**config.mk**
```make
export PLATFORM = sky130hd
export DESIGN_NAME = cpu_interrupt_acknowledge_logic
export DESIGN_NICKNAME = d
export VERILOG_FILES = /design/src/inc/intack_pkg.sv /design/src/rtl/cpu_interrupt_acknowledge_logic.sv /design/src/rtl/source_arbiter.sv /design/src/rtl/vector_locator.sv
export SDC_FILE = /design/constraint.sdc
export NUM_CORES = 1
export LEC_CHECK = 0
export BUFFER_PORTS_ARGS = -buffer_cell sky130_fd_sc_hd__buf_2
export CORE_MARGIN = 3
export CORE_UTILIZATION = 54
export DETAILED_ROUTE_END_ITERATION = 16
export PLACE_DENSITY_LB_ADDON = 0.05
export SYNTH_ARGS = -nofsm -noshare
export SYNTH_HDL_FRONTEND = slang
export SYNTH_SLANG_ARGS = --single-unit
```
**constraint.sdc**
```tcl
create_clock -name clock -period 2.65 [get_ports clock]
set_input_delay 0 -clock clock [delete_from_list [all_inputs] [get_ports clock]]
set_output_delay 0 -clock clock [all_outputs]
set_load 0.03 [all_outputs]
```
**src/inc/intack_pkg.sv**
```systemverilog
// Notes on behaviour
// RULE_01 - A source is eligible only with request flag 1 and mask flag 0.
// RULE_02 - Eligible maskable requests are taken only while the global accept flag is 1.
// RULE_03 - Request to service start takes 7..32 clocks at level 0, 8..33 at level 1.
// RULE_04 - A request just before a divide may wait until the divide finishes.
// RULE_05 - Among simultaneous eligible requests the level-0 ones are taken first.
// RULE_06 - Among equal levels the lowest source index, the default priority, wins.
// RULE_07 - A request not taken stays pending and is taken once conditions hold.
// RULE_08 - Accept pushes status then counter, clears accept flag, copies level to in-service.
// RULE_09 - After saving context the counter is loaded from the source's vector entry.
// RULE_10 - Maskable return restores the saved counter and status word.
// RULE_11 - Software trap pushes status then counter, clears accept flag, vectors via 003EH/003FH.
// RULE_12 - The software trap is taken regardless of accept flag, level or masks.
// RULE_13 - Software leaves a trap routine with trap return, never maskable return.
// RULE_14 - While servicing, equal or higher priority nests; lower priority stays pending.
// RULE_15 - In-service flag 0 means high-priority service; level bit 0 means high priority.
// RULE_16 - After a service ends, one interrupted instruction runs before the next accept.
// RULE_17 - Status, return, on/off instructions or flag register writes defer accept one instruction.
// RULE_18 - The trap itself does not defer, but its cleared accept flag blocks maskables.
// RULE_19 - Setting a request flag does not depend on the source's level bit.
// RULE_20 - Reset sets the status word to 02H: accept flag clear, in-service flag set.
// RULE_21 - Reset sets every level bit to 1, so all sources start low priority.
// RULE_22 - Accepting a maskable request clears that source's request flag.
package intack_pkg;

    // Source count and widths
    localparam int          NSRC         = 16;
    localparam int          IDXW         = 4;
    localparam int          AW           = 8;

    // Register byte addresses
    localparam logic [7:0]  ADDR_REQ     = 8'h00;
    localparam logic [7:0]  ADDR_MASK    = 8'h04;
    localparam logic [7:0]  ADDR_LEVEL   = 8'h08;
    localparam logic [7:0]  ADDR_STATUS  = 8'h0c;
    localparam logic [7:0]  ADDR_ACKINFO = 8'h10;

    // Status word fields
    localparam int          ST_ACCEPT    = 7;
    localparam int          ST_INSERV    = 1;

    // Reset values
    localparam logic [7:0]  STATUS_RST   = 8'h02;
    localparam logic [15:0] LEVEL_RST    = 16'hffff;
    localparam logic [15:0] MASK_RST     = 16'hffff;
    localparam logic [15:0] REQ_RST      = 16'h0000;

    // Vector table locations
    localparam logic [15:0] VEC_BASE     = 16'h0004;
    localparam logic [15:0] TRAP_VECTOR  = 16'h003e;

    // Latency bounds in CPU clocks
    localparam int          LAT_MIN_HIGH = 7;
    localparam int          LAT_MAX_HIGH = 32;
    localparam int          LAT_MIN_LOW  = 8;
    localparam int          LAT_MAX_LOW  = 33;

    // Save sequence steps, counted from the first cycle after acceptance
    localparam logic [2:0]  SEQ_PUSH_ST  = 3'h0;
    localparam logic [2:0]  SEQ_PUSH_PC  = 3'h1;
    localparam logic [2:0]  SEQ_VECTOR   = 3'h2;
    localparam logic [2:0]  SEQ_LAST_HI  = 3'(LAT_MIN_HIGH - 3);
    localparam logic [2:0]  SEQ_LAST_LO  = 3'(LAT_MIN_LOW - 3);

    typedef enum logic {ACK_IDLE, ACK_SAVE} ack_state_t;

endpackage : intack_pkg

```
**src/rtl/cpu_interrupt_acknowledge_logic.sv**
```systemverilog
`timescale 1ns/10ps
module cpu_interrupt_acknowledge_logic
(
    // Clock and reset
    input  wire logic        clock,
    input  wire logic        rst_b,
    // APB slave
    input  wire logic        psel,
    input  wire logic        penable,
    input  wire logic        pwrite,
    input  wire logic [7:0]  paddr,
    input  wire logic [31:0] pwdata,
    output logic             pready,
    output logic [31:0]      prdata,
    output logic             pslverr,
    // Peripheral sources
    input  wire logic [15:0] sourceEvent,
    // Instruction sequencer
    input  wire logic        instrDone,
    input  wire logic        instrHold,
    input  wire logic        instrTrap,
    input  wire logic        instrRetMaskable,
    input  wire logic        instrRetTrap,
    input  wire logic        instrAcceptOn,
    input  wire logic        instrAcceptOff,
    input  wire logic [7:0]  restoredStatus,
    input  wire logic [15:0] currentPc,
    // Context save and vectoring
    output logic             ackBusy,
    output logic             stackPush,
    output logic [15:0]      stackData,
    output logic             vectorLoad,
    output logic [15:0]      vectorLocation,
    output logic             serviceStart,
    output logic [7:0]       statusWord
);

    intack_pkg::ack_state_t  state_q;
    logic [2:0]              seqCnt_q;
    logic [2:0]              seqLast_q;
    logic [15:0]             reqQ;
    logic [15:0]             maskQ;
    logic [15:0]             levelQ;
    logic [7:0]              statusQ;
    logic [7:0]              savedStatus_q;
    logic [15:0]             savedPc_q;
    logic                    regTouch_q;
    logic                    lastTrap_q;
    logic [3:0]              lastSrc_q;
    logic                    pready_q;
    logic [31:0]             prdata_q;
    logic                    pslverr_q;
    logic                    stackPush_q;
    logic [15:0]             stackData_q;
    logic                    vectorLoad_q;
    logic                    serviceStart_q;
    logic [15:0]             eligible;
    logic                    anyValid;
    logic [3:0]              winIdx;
    logic                    winLevel;
    logic                    apbAccess;
    logic                    apbWrite;
    logic                    flagWrite;
    logic                    boundary;
    logic                    acceptTrap;
    logic                    acceptMask;
    logic                    acceptAny;
    logic [15:0]             ackClr;

    // Register decode, shared by write decode and error answer
    function automatic logic isMapped(input logic [7:0] a);
        return a == intack_pkg::ADDR_REQ || a == intack_pkg::ADDR_MASK ||
               a == intack_pkg::ADDR_LEVEL || a == intack_pkg::ADDR_STATUS ||
               a == intack_pkg::ADDR_ACKINFO;
    endfunction : isMapped

    assign pready         = pready_q;
    assign prdata         = prdata_q;
    assign pslverr        = pslverr_q;
    assign ackBusy        = state_q == intack_pkg::ACK_SAVE;
    assign stackPush      = stackPush_q;
    assign stackData      = stackData_q;
    assign vectorLoad     = vectorLoad_q;
    assign serviceStart   = serviceStart_q;
    assign statusWord     = statusQ;

    // Bus write lands on the edge where pready is seen high
    assign apbAccess = psel & penable;
    assign apbWrite  = apbAccess & pready_q & pwrite & isMapped(paddr);
    assign flagWrite = apbWrite & (paddr != intack_pkg::ADDR_ACKINFO);

    // Acceptance is judged only at an instruction boundary while idle
    assign eligible   = reqQ & ~maskQ;                                     // RULE_01
    assign boundary   = instrDone & (state_q == intack_pkg::ACK_IDLE);
    assign acceptTrap = boundary & instrTrap;                              // RULE_12
    // Trap wins the boundary since it clears the accept flag anyway
    assign acceptMask = boundary & ~instrTrap & anyValid                   // RULE_07
                        & statusQ[intack_pkg::ST_ACCEPT]                   // RULE_02
                        & (~winLevel | statusQ[intack_pkg::ST_INSERV])     // RULE_14
                        & ~instrHold & ~regTouch_q & ~flagWrite            // RULE_17
                        & ~instrRetMaskable & ~instrRetTrap                // RULE_16
                        & ~instrAcceptOn & ~instrAcceptOff;                // RULE_17
    assign acceptAny  = acceptTrap | acceptMask;
    assign ackClr     = acceptMask ? (16'h0001 << winIdx) : 16'h0000;

    source_arbiter u_arbiter
    (
        .eligible (eligible),
        .level    (levelQ),
        .anyValid (anyValid),
        .winIdx   (winIdx),
        .winLevel (winLevel)
    );

    vector_locator u_locator
    (
        .clock            (clock),
        .rst_b            (rst_b),
        .load             (acceptAny),
        .isTrap           (acceptTrap),
        .srcIdx           (winIdx),
        .vectorLocation_q (vectorLocation)
    );

    // APB answer with one wait state; read data prepared in that cycle
    always_ff @(posedge clock or negedge rst_b)
    begin
        if (!rst_b)
        begin
            pready_q  <= 1'b0;
            prdata_q  <= 32'h0000_0000;
            pslverr_q <= 1'b0;
        end
        else
        begin
            pready_q  <= apbAccess & ~pready_q;
            pslverr_q <= apbAccess & ~pready_q & ~isMapped(paddr);
            prdata_q  <= 32'h0000_0000;
            if (apbAccess & ~pready_q & ~pwrite)
            begin
                case (paddr)
                    intack_pkg::ADDR_REQ:     prdata_q <= {16'h0000, reqQ};
                    intack_pkg::ADDR_MASK:    prdata_q <= {16'h0000, maskQ};
                    intack_pkg::ADDR_LEVEL:   prdata_q <= {16'h0000, levelQ};
                    intack_pkg::ADDR_STATUS:  prdata_q <= {24'h000000, statusQ};
                    intack_pkg::ADDR_ACKINFO: prdata_q <= {26'h0000000, ackBusy,
                                                           lastTrap_q, lastSrc_q};
                    default:                  prdata_q <= 32'h0000_0000;
                endcase
            end
        end
    end

    // Request flags: events win over software clears and acceptance
    always_ff @(posedge clock or negedge rst_b)
    begin
        if (!rst_b)
        begin
            reqQ <= intack_pkg::REQ_RST;
        end
        else if (apbWrite && paddr == intack_pkg::ADDR_REQ)
        begin
            reqQ <= (pwdata[15:0] & ~ackClr) | sourceEvent;   // RULE_19
        end
        else
        begin
            reqQ <= (reqQ & ~ackClr) | sourceEvent;           // RULE_22
        end
    end

    // Mask and level registers
    always_ff @(posedge clock or negedge rst_b)
    begin
        if (!rst_b)
        begin
            maskQ  <= intack_pkg::MASK_RST;
            levelQ <= intack_pkg::LEVEL_RST;                  // RULE_21
        end
        else
        begin
            if (apbWrite && paddr == intack_pkg::ADDR_MASK)
            begin
                maskQ <= pwdata[15:0];
            end
            if (apbWrite && paddr == intack_pkg::ADDR_LEVEL)
            begin
                levelQ <= pwdata[15:0];
            end
        end
    end

    // Status word; instruction effects take precedence over a bus write
    always_ff @(posedge clock or negedge rst_b)
    begin
        if (!rst_b)
        begin
            statusQ <= intack_pkg::STATUS_RST;                // RULE_20
        end
        else if (acceptMask)
        begin
            statusQ[intack_pkg::ST_ACCEPT] <= 1'b0;           // RULE_08
            statusQ[intack_pkg::ST_INSERV] <= winLevel;       // RULE_15
        end
        else if (acceptTrap)
        begin
            statusQ[intack_pkg::ST_ACCEPT] <= 1'b0;           // RULE_18
        end
        else if (boundary && (instrRetMaskable || instrRetTrap))
        begin
            statusQ <= restoredStatus;                        // RULE_10
        end
        else if (boundary && instrAcceptOn)
        begin
            statusQ[intack_pkg::ST_ACCEPT] <= 1'b1;
        end
        else if (boundary && instrAcceptOff)
        begin
            statusQ[intack_pkg::ST_ACCEPT] <= 1'b0;
        end
        else if (apbWrite && paddr == intack_pkg::ADDR_STATUS)
        begin
            statusQ <= pwdata[7:0];
        end
    end

    // A flag register write holds acceptance past the next boundary
    always_ff @(posedge clock or negedge rst_b)
    begin
        if (!rst_b)
        begin
            regTouch_q <= 1'b0;
        end
        else if (flagWrite)
        begin
            regTouch_q <= 1'b1;                               // RULE_17
        end
        else if (instrDone)
        begin
            regTouch_q <= 1'b0;
        end
    end

    // Save sequence; long instructions such as divide simply delay instrDone
    always_ff @(posedge clock or negedge rst_b)
    begin
        if (!rst_b)
        begin
            state_q       <= intack_pkg::ACK_IDLE;
            seqCnt_q      <= 3'h0;
            seqLast_q     <= intack_pkg::SEQ_LAST_HI;
            savedStatus_q <= intack_pkg::STATUS_RST;
            savedPc_q     <= 16'h0000;
            lastTrap_q    <= 1'b0;
            lastSrc_q     <= 4'h0;
        end
        else
        begin
            case (state_q)
                intack_pkg::ACK_IDLE:
                begin
                    seqCnt_q <= 3'h0;
                    if (acceptAny)                            // RULE_04
                    begin
                        state_q       <= intack_pkg::ACK_SAVE;
                        savedStatus_q <= statusQ;
                        savedPc_q     <= currentPc;
                        lastTrap_q    <= acceptTrap;
                        lastSrc_q     <= acceptTrap ? 4'h0 : winIdx;
                        // Low level costs one extra clock
                        seqLast_q     <= (acceptMask && winLevel) ?
                                         intack_pkg::SEQ_LAST_LO :
                                         intack_pkg::SEQ_LAST_HI;  // RULE_03
                    end
                end
                intack_pkg::ACK_SAVE:
                begin
                    seqCnt_q <= seqCnt_q + 3'h1;
                    if (seqCnt_q == seqLast_q)
                    begin
                        state_q <= intack_pkg::ACK_IDLE;
                    end
                end
                default:
                begin
                    state_q <= intack_pkg::ACK_IDLE;
                end
            endcase
        end
    end

    // Stack pushes, vector fetch and service start strobes
    always_ff @(posedge clock or negedge rst_b)
    begin
        if (!rst_b)
        begin
            stackPush_q    <= 1'b0;
            stackData_q    <= 16'h0000;
            vectorLoad_q   <= 1'b0;
            serviceStart_q <= 1'b0;
        end
        else
        begin
            stackPush_q    <= 1'b0;
            vectorLoad_q   <= 1'b0;
            serviceStart_q <= 1'b0;
            if (ackBusy)
            begin
                if (seqCnt_q == intack_pkg::SEQ_PUSH_ST)
                begin
                    stackPush_q <= 1'b1;                      // RULE_08
                    stackData_q <= {8'h00, savedStatus_q};
                end
                if (seqCnt_q == intack_pkg::SEQ_PUSH_PC)
                begin
                    stackPush_q <= 1'b1;                      // RULE_11
                    stackData_q <= savedPc_q;
                end
                if (seqCnt_q == intack_pkg::SEQ_VECTOR)
                begin
                    vectorLoad_q <= 1'b1;                     // RULE_09
                end
                if (seqCnt_q == seqLast_q)
                begin
                    serviceStart_q <= 1'b1;                   // RULE_03
                end
            end
        end
    end

    a_eligible_only: assert property (@(posedge clock) disable iff (!rst_b)
        acceptMask |-> reqQ[winIdx] && !maskQ[winIdx])                    // RULE_01
        else $error("accepted source not eligible");

    a_accept_gate: assert property (@(posedge clock) disable iff (!rst_b)
        acceptMask |-> statusQ[intack_pkg::ST_ACCEPT])                     // RULE_02
        else $error("maskable accepted with accept flag clear");

    a_high_latency: assert property (@(posedge clock) disable iff (!rst_b)
        acceptMask && !winLevel |-> !serviceStart_q [*6] ##1 serviceStart_q) // RULE_03
        else $error("high level service start not six clocks after accept");

    a_low_latency: assert property (@(posedge clock) disable iff (!rst_b)
        acceptMask && winLevel |-> ##7 serviceStart_q)                     // RULE_03
        else $error("low level service start not seven clocks after accept");

    a_level_first: assert property (@(posedge clock) disable iff (!rst_b)
        acceptMask && winLevel |-> (eligible & ~levelQ) == 16'h0000)       // RULE_05
        else $error("low level taken over a high level request");

    a_default_order: assert property (@(posedge clock) disable iff (!rst_b)
        acceptMask |-> ((eligible & (winLevel ? levelQ : ~levelQ))
                        & ((16'h0001 << winIdx) - 16'h0001)) == 16'h0000)  // RULE_06
        else $error("default priority order violated");

    a_save_order: assert property (@(posedge clock) disable iff (!rst_b)
        acceptAny |=> ##1 stackPush_q && stackData_q == {8'h00, savedStatus_q}
                      ##1 stackPush_q && stackData_q == savedPc_q)         // RULE_08
        else $error("status and counter not pushed in order");

    a_accept_flags: assert property (@(posedge clock) disable iff (!rst_b)
        acceptMask |=> !statusQ[intack_pkg::ST_ACCEPT]
                       && statusQ[intack_pkg::ST_INSERV] == $past(winLevel)) // RULE_08
        else $error("status flags not updated on accept");

    a_trap_vector: assert property (@(posedge clock) disable iff (!rst_b)
        acceptTrap |=> vectorLocation == intack_pkg::TRAP_VECTOR ##3 vectorLoad_q) // RULE_11
        else $error("trap vector location wrong");

    a_trap_uncond: assert property (@(posedge clock) disable iff (!rst_b)
        boundary && instrTrap |=> ackBusy && !statusQ[intack_pkg::ST_ACCEPT]) // RULE_12
        else $error("trap not taken unconditionally");

    a_nest_block: assert property (@(posedge clock) disable iff (!rst_b)
        acceptMask |-> !winLevel || statusQ[intack_pkg::ST_INSERV])         // RULE_14
        else $error("lower priority nested over high service");

    a_hold_defers: assert property (@(posedge clock) disable iff (!rst_b)
        instrDone && (instrHold || regTouch_q || instrRetMaskable) |-> !acceptMask) // RULE_17
        else $error("accept not deferred after hold instruction");

endmodule : cpu_interrupt_acknowledge_logic

```
**src/rtl/source_arbiter.sv**
```systemverilog
`timescale 1ns/10ps
module source_arbiter
(
    // Candidates
    input  wire logic [15:0] eligible,
    input  wire logic [15:0] level,
    // Winner
    output logic             anyValid,
    output logic [3:0]       winIdx,
    output logic             winLevel
);

    // Lowest index set bit is the highest default priority
    function automatic logic [3:0] lowestSet(input logic [15:0] v);
        logic [3:0] r;
        r = 4'h0;
        for (int i = intack_pkg::NSRC - 1; i >= 0; i--)
        begin
            if (v[i])
            begin
                r = 4'(i);
            end
        end
        return r;
    endfunction : lowestSet

    logic [15:0] highSet;

    // High group first, then default order inside the group
    always_comb
    begin
        highSet  = eligible & ~level;                  // RULE_05
        anyValid = |eligible;
        if (|highSet)
        begin
            winIdx = lowestSet(highSet);               // RULE_06
        end
        else
        begin
            winIdx = lowestSet(eligible);              // RULE_06
        end
        winLevel = ~(|highSet);
    end

endmodule : source_arbiter

```
**src/rtl/vector_locator.sv**
```systemverilog
`timescale 1ns/10ps
module vector_locator
(
    // Clock and reset
    input  wire logic        clock,
    input  wire logic        rst_b,
    // Request
    input  wire logic        load,
    input  wire logic        isTrap,
    input  wire logic [3:0]  srcIdx,
    // Table location
    output logic [15:0]      vectorLocation_q
);

    // Each source owns a two-byte entry above the base
    function automatic logic [15:0] entryFor(input logic [3:0] idx);
        return intack_pkg::VEC_BASE + {11'h000, idx, 1'b0};
    endfunction : entryFor

    // Captured on acceptance so it stays stable through the save
    always_ff @(posedge clock or negedge rst_b)
    begin
        if (!rst_b)
        begin
            vectorLocation_q <= 16'h0000;
        end
        else if (load)
        begin
            if (isTrap)
            begin
                vectorLocation_q <= intack_pkg::TRAP_VECTOR;  // RULE_11
            end
            else
            begin
                vectorLocation_q <= entryFor(srcIdx);         // RULE_09
            end
        end
    end

endmodule : vector_locator

```
Word-level counts from Yosys, hierarchy flattened:

Index checks and enable logic that the tools add are counted.

* flip-flop bits (word level): 162
* bits of input ports: 92
* output and inout bits: 78
* logic and storage cells: 176

* add/sub/neg operators: 2
* equality and inequality tests: 13
* shift operators: 1
* multiplexer cells: 65
* bitwise gates (word level): 47
* reduce and logical (&&, ||, !) cells: 26

Operator list (count)
* $mux 4: 34
* $mux 16: 6
* $pmux 16 s5: 1
* $and 16x16->16: 4
* $not 16->16: 3
* $or 16x16->16: 2
* $reduce_or 16->1: 2
* $and 1x1->1: 21
* $mux 1: 17
* $eq 8x4->1 const B: 2
* $mux 8: 2
* $shl 1x4->16 const A: 1
* $not 1->1: 15
* $mux 7: 2
* $eq 8x3->1 const B: 1
* $eq 8x5->1 const B: 1
* $logic_and 1x1->1: 8
* $logic_not 8->1: 1
* $ne 8x5->1 const B: 1
* $add 3x5->6 const A: 1
* $ne 3x3->1 const B: 2
* $pmux 3 s2: 1
* $reduce_bool 2->1: 3
* $reduce_bool 6->1: 1
* 15 further kinds: 22

Logic depth before layout (Yosys ltp):

* word-level depth: 26
* depth in mapped cells: 12
* gate-level depth less buffers: 10

Modules after synthesis:

A second synthesis with hierarchy kept.

* cell total of the unflattened synthesis: 639
* area, all modules: 7000.5 um^2

By module, submodules not included
* cpu_interrupt_acknowledge_logic: instances 1, cells each 523, area each 6133.4 um^2, seq. area each 3245.6 um^2
* source_arbiter: instances 1, cells each 82, area each 563.0 um^2, seq. area each 0.0 um^2
* vector_locator: instances 1, cells each 34, area each 304.0 um^2, seq. area each 125.1 um^2

Worst setup path before layout:

Ideal clock, no wire load.

* path type: reg-to-reg
* from: register maskQ[2]
* to: register u_locator.vectorLocation_q[4]
* setup time: 77 ps
* data arrival time: 2365 ps
* setup slack: 208 ps
* cell stages (with the launch flop): 12
* buffers on the path: 2
* period minus slack after synthesis: 2442 ps
* cell sequence: dfstp_2 > nor3b_1 > nor4_1 > nand4_2 > o32a_1 > buf_4 > inv_2 > buf_6 > ha_1 > xor2_1 > nor2_1 > a21oi_1

* word-level cells in the longest chain between the ends: 14

RTL lines
* from (decl): line cpu_interrupt_acknowledge_logic.sv:42 `logic [15:0] maskQ;`
* from (signal assigned): line cpu_interrupt_acknowledge_logic.sv:176 `maskQ <= intack_pkg::MASK_RST;`
* from (signal assigned): line cpu_interrupt_acknowledge_logic.sv:183 `maskQ <= pwdata[15:0];`
* $not 16->16 (*): line cpu_interrupt_acknowledge_logic.sv:93 `assign eligible = reqQ & ~maskQ;`
* $and 16x16->16 (*): line cpu_interrupt_acknowledge_logic.sv:93
* $reduce_or 16->1 / $and 16x16->16 (equally long branches): line source_arbiter.sv:33, source_arbiter.sv:32
* $and 1x1->1 / $reduce_or 16->1 (equally long branches): line cpu_interrupt_acknowledge_logic.sv:97, source_arbiter.sv:34, source_arbiter.sv:42
* $and 1x1->1 / $or 1x1->1 (equally long branches): line cpu_interrupt_acknowledge_logic.sv:98, cpu_interrupt_acknowledge_logic.sv:99
* $and 1x1->1: line cpu_interrupt_acknowledge_logic.sv:99 `& (~winLevel | statusQ[intack_pkg::ST_INSERV])`
* $and 1x1->1 (3 in series): line cpu_interrupt_acknowledge_logic.sv:100 `& ~instrHold & ~regTouch_q & ~flagWrite`
* $and 1x1->1 (2 in series): line cpu_interrupt_acknowledge_logic.sv:101 `& ~instrRetMaskable & ~instrRetTrap`
* $and 1x1->1 (2 in series): line cpu_interrupt_acknowledge_logic.sv:102 `& ~instrAcceptOn & ~instrAcceptOff;`
* $or 1x1->1: line cpu_interrupt_acknowledge_logic.sv:103 `assign acceptAny = acceptTrap | acceptMask;`
* to (signal assigned): line vector_locator.sv:31 `vectorLocation_q <= intack_pkg::TRAP_VECTOR;`
* to (signal assigned): line vector_locator.sv:35 `vectorLocation_q <= entryFor(srcIdx);`
* to (decl): line vector_locator.sv:12 `output logic [15:0] vectorLocation_q`

Every way passes the cells marked *; elsewhere a longest branch is shown, timed or not.
A chain may end at the register's enable or synchronous reset.

Worst setup path after layout:

* from: register maskQ[4]
* to: register savedPc_q[2]

* word-level cells in the longest chain between the ends: 15

RTL lines
* $not 16->16 (*): line cpu_interrupt_acknowledge_logic.sv:93
* $and 16x16->16 (*): line cpu_interrupt_acknowledge_logic.sv:93
* $reduce_or 16->1 / $and 16x16->16 (equally long branches): line source_arbiter.sv:33, source_arbiter.sv:32
* $and 1x1->1 / $reduce_or 16->1 (equally long branches): line cpu_interrupt_acknowledge_logic.sv:97, source_arbiter.sv:42
* $and 1x1->1 / $or 1x1->1 (equally long branches): line cpu_interrupt_acknowledge_logic.sv:98, cpu_interrupt_acknowledge_logic.sv:99
* $and 1x1->1 (*): line cpu_interrupt_acknowledge_logic.sv:99
* $and 1x1->1 (*) (3 in series): line cpu_interrupt_acknowledge_logic.sv:100
* $and 1x1->1 (*) (2 in series): line cpu_interrupt_acknowledge_logic.sv:101
* $and 1x1->1 (*) (2 in series): line cpu_interrupt_acknowledge_logic.sv:102
* $or 1x1->1 (*): line cpu_interrupt_acknowledge_logic.sv:103
* $reduce_and 2->1 (no source line) (*)
* to (signal assigned): line cpu_interrupt_acknowledge_logic.sv:266 `savedPc_q <= currentPc;`
* to (decl): line cpu_interrupt_acknowledge_logic.sv:46 `logic [15:0] savedPc_q;`

Marks and branches as above.

==> summary.md <==
| Metric | Value |
|---|---|
| Status | complete, no violations |
| Fraction of synthesis flops using an asynchronous set or reset pin | 1.00 |
| Min-Delay Path Class | input pin to register |
| H-tree Lvls | 4 |
| Pre-CTS worst setup slack | -78.6 ps |
| Initial antenna violation count | 0 |
| Area after DPL | 0.00805 sq mm |
| Row count | 40 |
| Initial core utilization | 0.565 |
| Synthesized area per cell | 10.4 sq um |
| Total CTS buffers | 17 |
| Largest net degree at the start of global routing | 134 |
| Critical Path Fanout Max | 12 |
| WHS | 68.9 ps |
| Layout cell share with drive strength beyond 1 | 0.384 |
| Drt total wl | 20300 microns |
| Slew headroom | 0.318 |
| Synth area leader | dfrtp_1 |
| Total Power | 7.01 mW |
| First DRT Iteration DRCs | 468 |
| CTS Sinks | 133 |
| Bufs on Longest Clock Path | 2 |
| Clk root buf | clkbuf_16 |
| WL/cell | 18.4 microns |
| Clk_skew | 6.68 ps |
| Worst path required time | 3010 ps |
| CP arrival | 2970 ps |
| Core area | 0.0123 sq mm |
| MaxCap Viol Count | 0 |
| Via density | 5.49 |
| Placed Cells incl. Taps | 1000 |
| DR DRC count | 0 |
| Area of the mapped netlist | 0.00696 sq mm |
| Hpwl dp | 13800 microns |
| Largest cells by area after synthesis | dfrtp_1 36%, dfstp_2 13%, nand2_1 6.6%, mux2_2 6.2%, buf_4 3.2% |
| Die width | 119 microns |
| RSZ-0062 raised after global routing | true |
| IO buf count | 126 |
| Final std cell area, no fill | 0.00955 sq mm |
| Grt ovf | 0 |
| Crit path largest cell delay | 560 ps |
| Die ar. | 0.0143 sq mm |
| Die height | 119 microns |
| Setup WS post-layout | 35.9 ps |
| Yosys Warn Count | 0 |
| Slowest CP cell | or4_4 |
| FF-to-FF setup slack | 40 ps |
| Global Route Usage Sum | 0.289 |
| IO Pins | 170 |
| CP Buf/Inv Count | 2 |
| # setup viols final | 0 |
| Worst slew pin tran | 1020 ps |
| CP Capture Type | register |
| Post-synth EDFFs | 0 |
| DRT antenna net count | 0 |
| CTS tree | done |
| Post-synth top flop | dfrtp_1 |
| Top-area cell type share of the netlist area | 0.356 |
| Leakage dissipation | 4.50 nW |
| CP delay by family, top | simple AND/OR/NAND/NOR gates |
| Global placement routability congestion | 0.912 |
| Netlist cell types | 78 |
| Crit path kind | register to register |
| Clock-pin slew on the worst setup and hold paths | 60 ps |
| Yosys reg bits | 133 |
| Min Tclk post-route | 2610 ps |
| DR pass1 iterations | 5 |
| Vias in the first global route | 6189 |
| Gate Count Post-Synth | 669 |
| Max Slew Vio Count | 0 |
| Crit start category | register |
| Routed via count | 6060 |
| # diodes | 0 |
| Area growth syn-to-layout | 37.3% |
| Pwr/cell area | 735 mW/mm^2 |
| Crit path cell chain | nor2b_2, or4_4, or4_4, buf_6, o2111a_4, nor2_8, buf_12, nand2_1, nand2_1 |
| First-pass GRT wire length | 32100 microns |
| Nets | 1019 |
| Sequential cell area fraction in the yosys report | 0.485 |
| Final Non-Filler Cells | 1103 |
| Final period util | 0.986 |
| Final Hold Viols | 0 |
| Worst skew pair latency | 430 ps |
| Peak Freq | 383 MHz |
| Worst VDD drop | 0.489 mV |
[placed cells by master, fill, tap and decap left out, types with 5 or more instances in the layout]
cell type and count:
buf_4 63, or2_2 6, conb_1 27, a21oi_1 16, a31oi_1 7, dlygate4sd3_1 64, dfrtp_1 99, nor2_1 55
o21bai_1 6, mux4_2 7, o22ai_1 9, nor3_1 7, clkbuf_16 18, nand2_1 122, o21ai_0 22, nor3b_1 9
inv_1 9, nand2b_1 17, mux2i_1 22, mux2_2 38, nor4_2 5, o211ai_1 10, dfstp_2 34, buf_2 125
nor2b_1 9, nor3b_2 8, a21o_1 6, a22oi_1 6
[cells in the mapped netlist, types with 7 or more instances]
| cell | count |
|---|---|
| a21oi_1 | 16 |
| a31oi_1 | 7 |
| buf_2 | 7 |
| buf_4 | 30 |
| clkbuf_1 | 11 |
| dfrtp_1 | 99 |
| dfstp_2 | 34 |
| inv_1 | 9 |
| mux2_2 | 38 |
| mux2i_1 | 22 |
| mux4_2 | 7 |
| nand2_1 | 122 |
| nand2b_1 | 17 |
| nor2_1 | 55 |
| nor2b_1 | 11 |
| nor3_1 | 7 |
| nor3b_1 | 16 |
| o211ai_1 | 10 |
| o21ai_0 | 23 |
| o22ai_1 | 9 |
[sequential cells by signal, indices dropped and copies added, names as in the netlist, 3 cells and up]
register,count
levelQ,16
maskQ,16
prdata,16
reqQ,16
savedPc_q,16
stackData,16
savedStatus_q,8
statusWord,8
u_locator.vectorLocation_q,5
lastSrc_q,4
seqCnt_q,3
[layer usage]
| metal | track usage | routed length (microns) | vias to the layer above |
|---|---|---|---|
| met5 | 0 | 0 | - |
| met2 | 0.496 | 10200 | 230 |
| met3 | 0.0782 | 1400 | 37 |
| li1 | - | - | 2836 |
| met1 | 0.359 | 8250 | 2957 |
| met4 | 0.0888 | 419 | 0 |
[worst register-to-register path: cells and delay by family (launching register included)]
kind | cells | cell delay, ps
DFF | 1 | 550
and+or+nand+nor | 6 | 1500
AOI/OAI and AO/OA | 1 | 180
buffers and inverters | 2 | 320
[through the flow]
stage	utilization	TNS (ps)
global route	0.776	-165
finish	0.776	0
floorplan	-	0
global placement	0.654	-127
detailed placement	0.654	-186
CTS	0.763	-15.6
[layout make-up]
cell class | instances | area, sq um
inverter | 11 | 43.8
clock buffer | 21 | 470
clock inverter | 10 | 144
sequential | 133 | 3370
fill | 826 | 2760
tap | 168 | 210
timing repair buffer | 260 | 1880
multi-input combinational | 500 | 3430
[cell families (layout without fill, tap and decap cells)]
group                    Yosys count  in the layout  synth area share
AND/OR/NAND/NOR                  281            282             0.206
flip-flops                       133            133             0.485
AO/OA/AOI/OAI                    113            113             0.117
other                              1             27          0.000539
XOR/XNOR                           3              3           0.00378
multiplexers                      71             71             0.124
adder cells (fa/ha/maj)            4              4           0.00720
buffers and inverters             63            302            0.0568
[timing repair]
action                     in CTS  in global routing
buffers inserted                3                  2
pin swaps                       4                  4
hold endpoints to repair      179                  0
setup endpoints to repair      10                 52
resized for setup               9                 18
cloned                          1                  2
hold buffers                   64                  0
[worst paths after layout]
path                       depth (start not counted)              from                             to
setup / recovery                                   9          maskQ[4]                   savedPc_q[2]
hold / removal                                     4         instrTrap  u_locator.vectorLocation_q[5]
setup reg to reg                                   9          maskQ[4]                   savedPc_q[2]
hold reg to reg                                    2  savedStatus_q[1]               savedStatus_q[1]
max in group asynchronous                          3             rst_b                     prdata[12]
min in group asynchronous                          3             rst_b                   serviceStart
[where the power goes]
group          total [mW]  switching (mW)  internal (mW)
combinational        1.84            1.20          0.640
clock                2.45           0.894           1.55
sequential           2.72           0.283           2.44
Power figures use the tool's default switching activity.
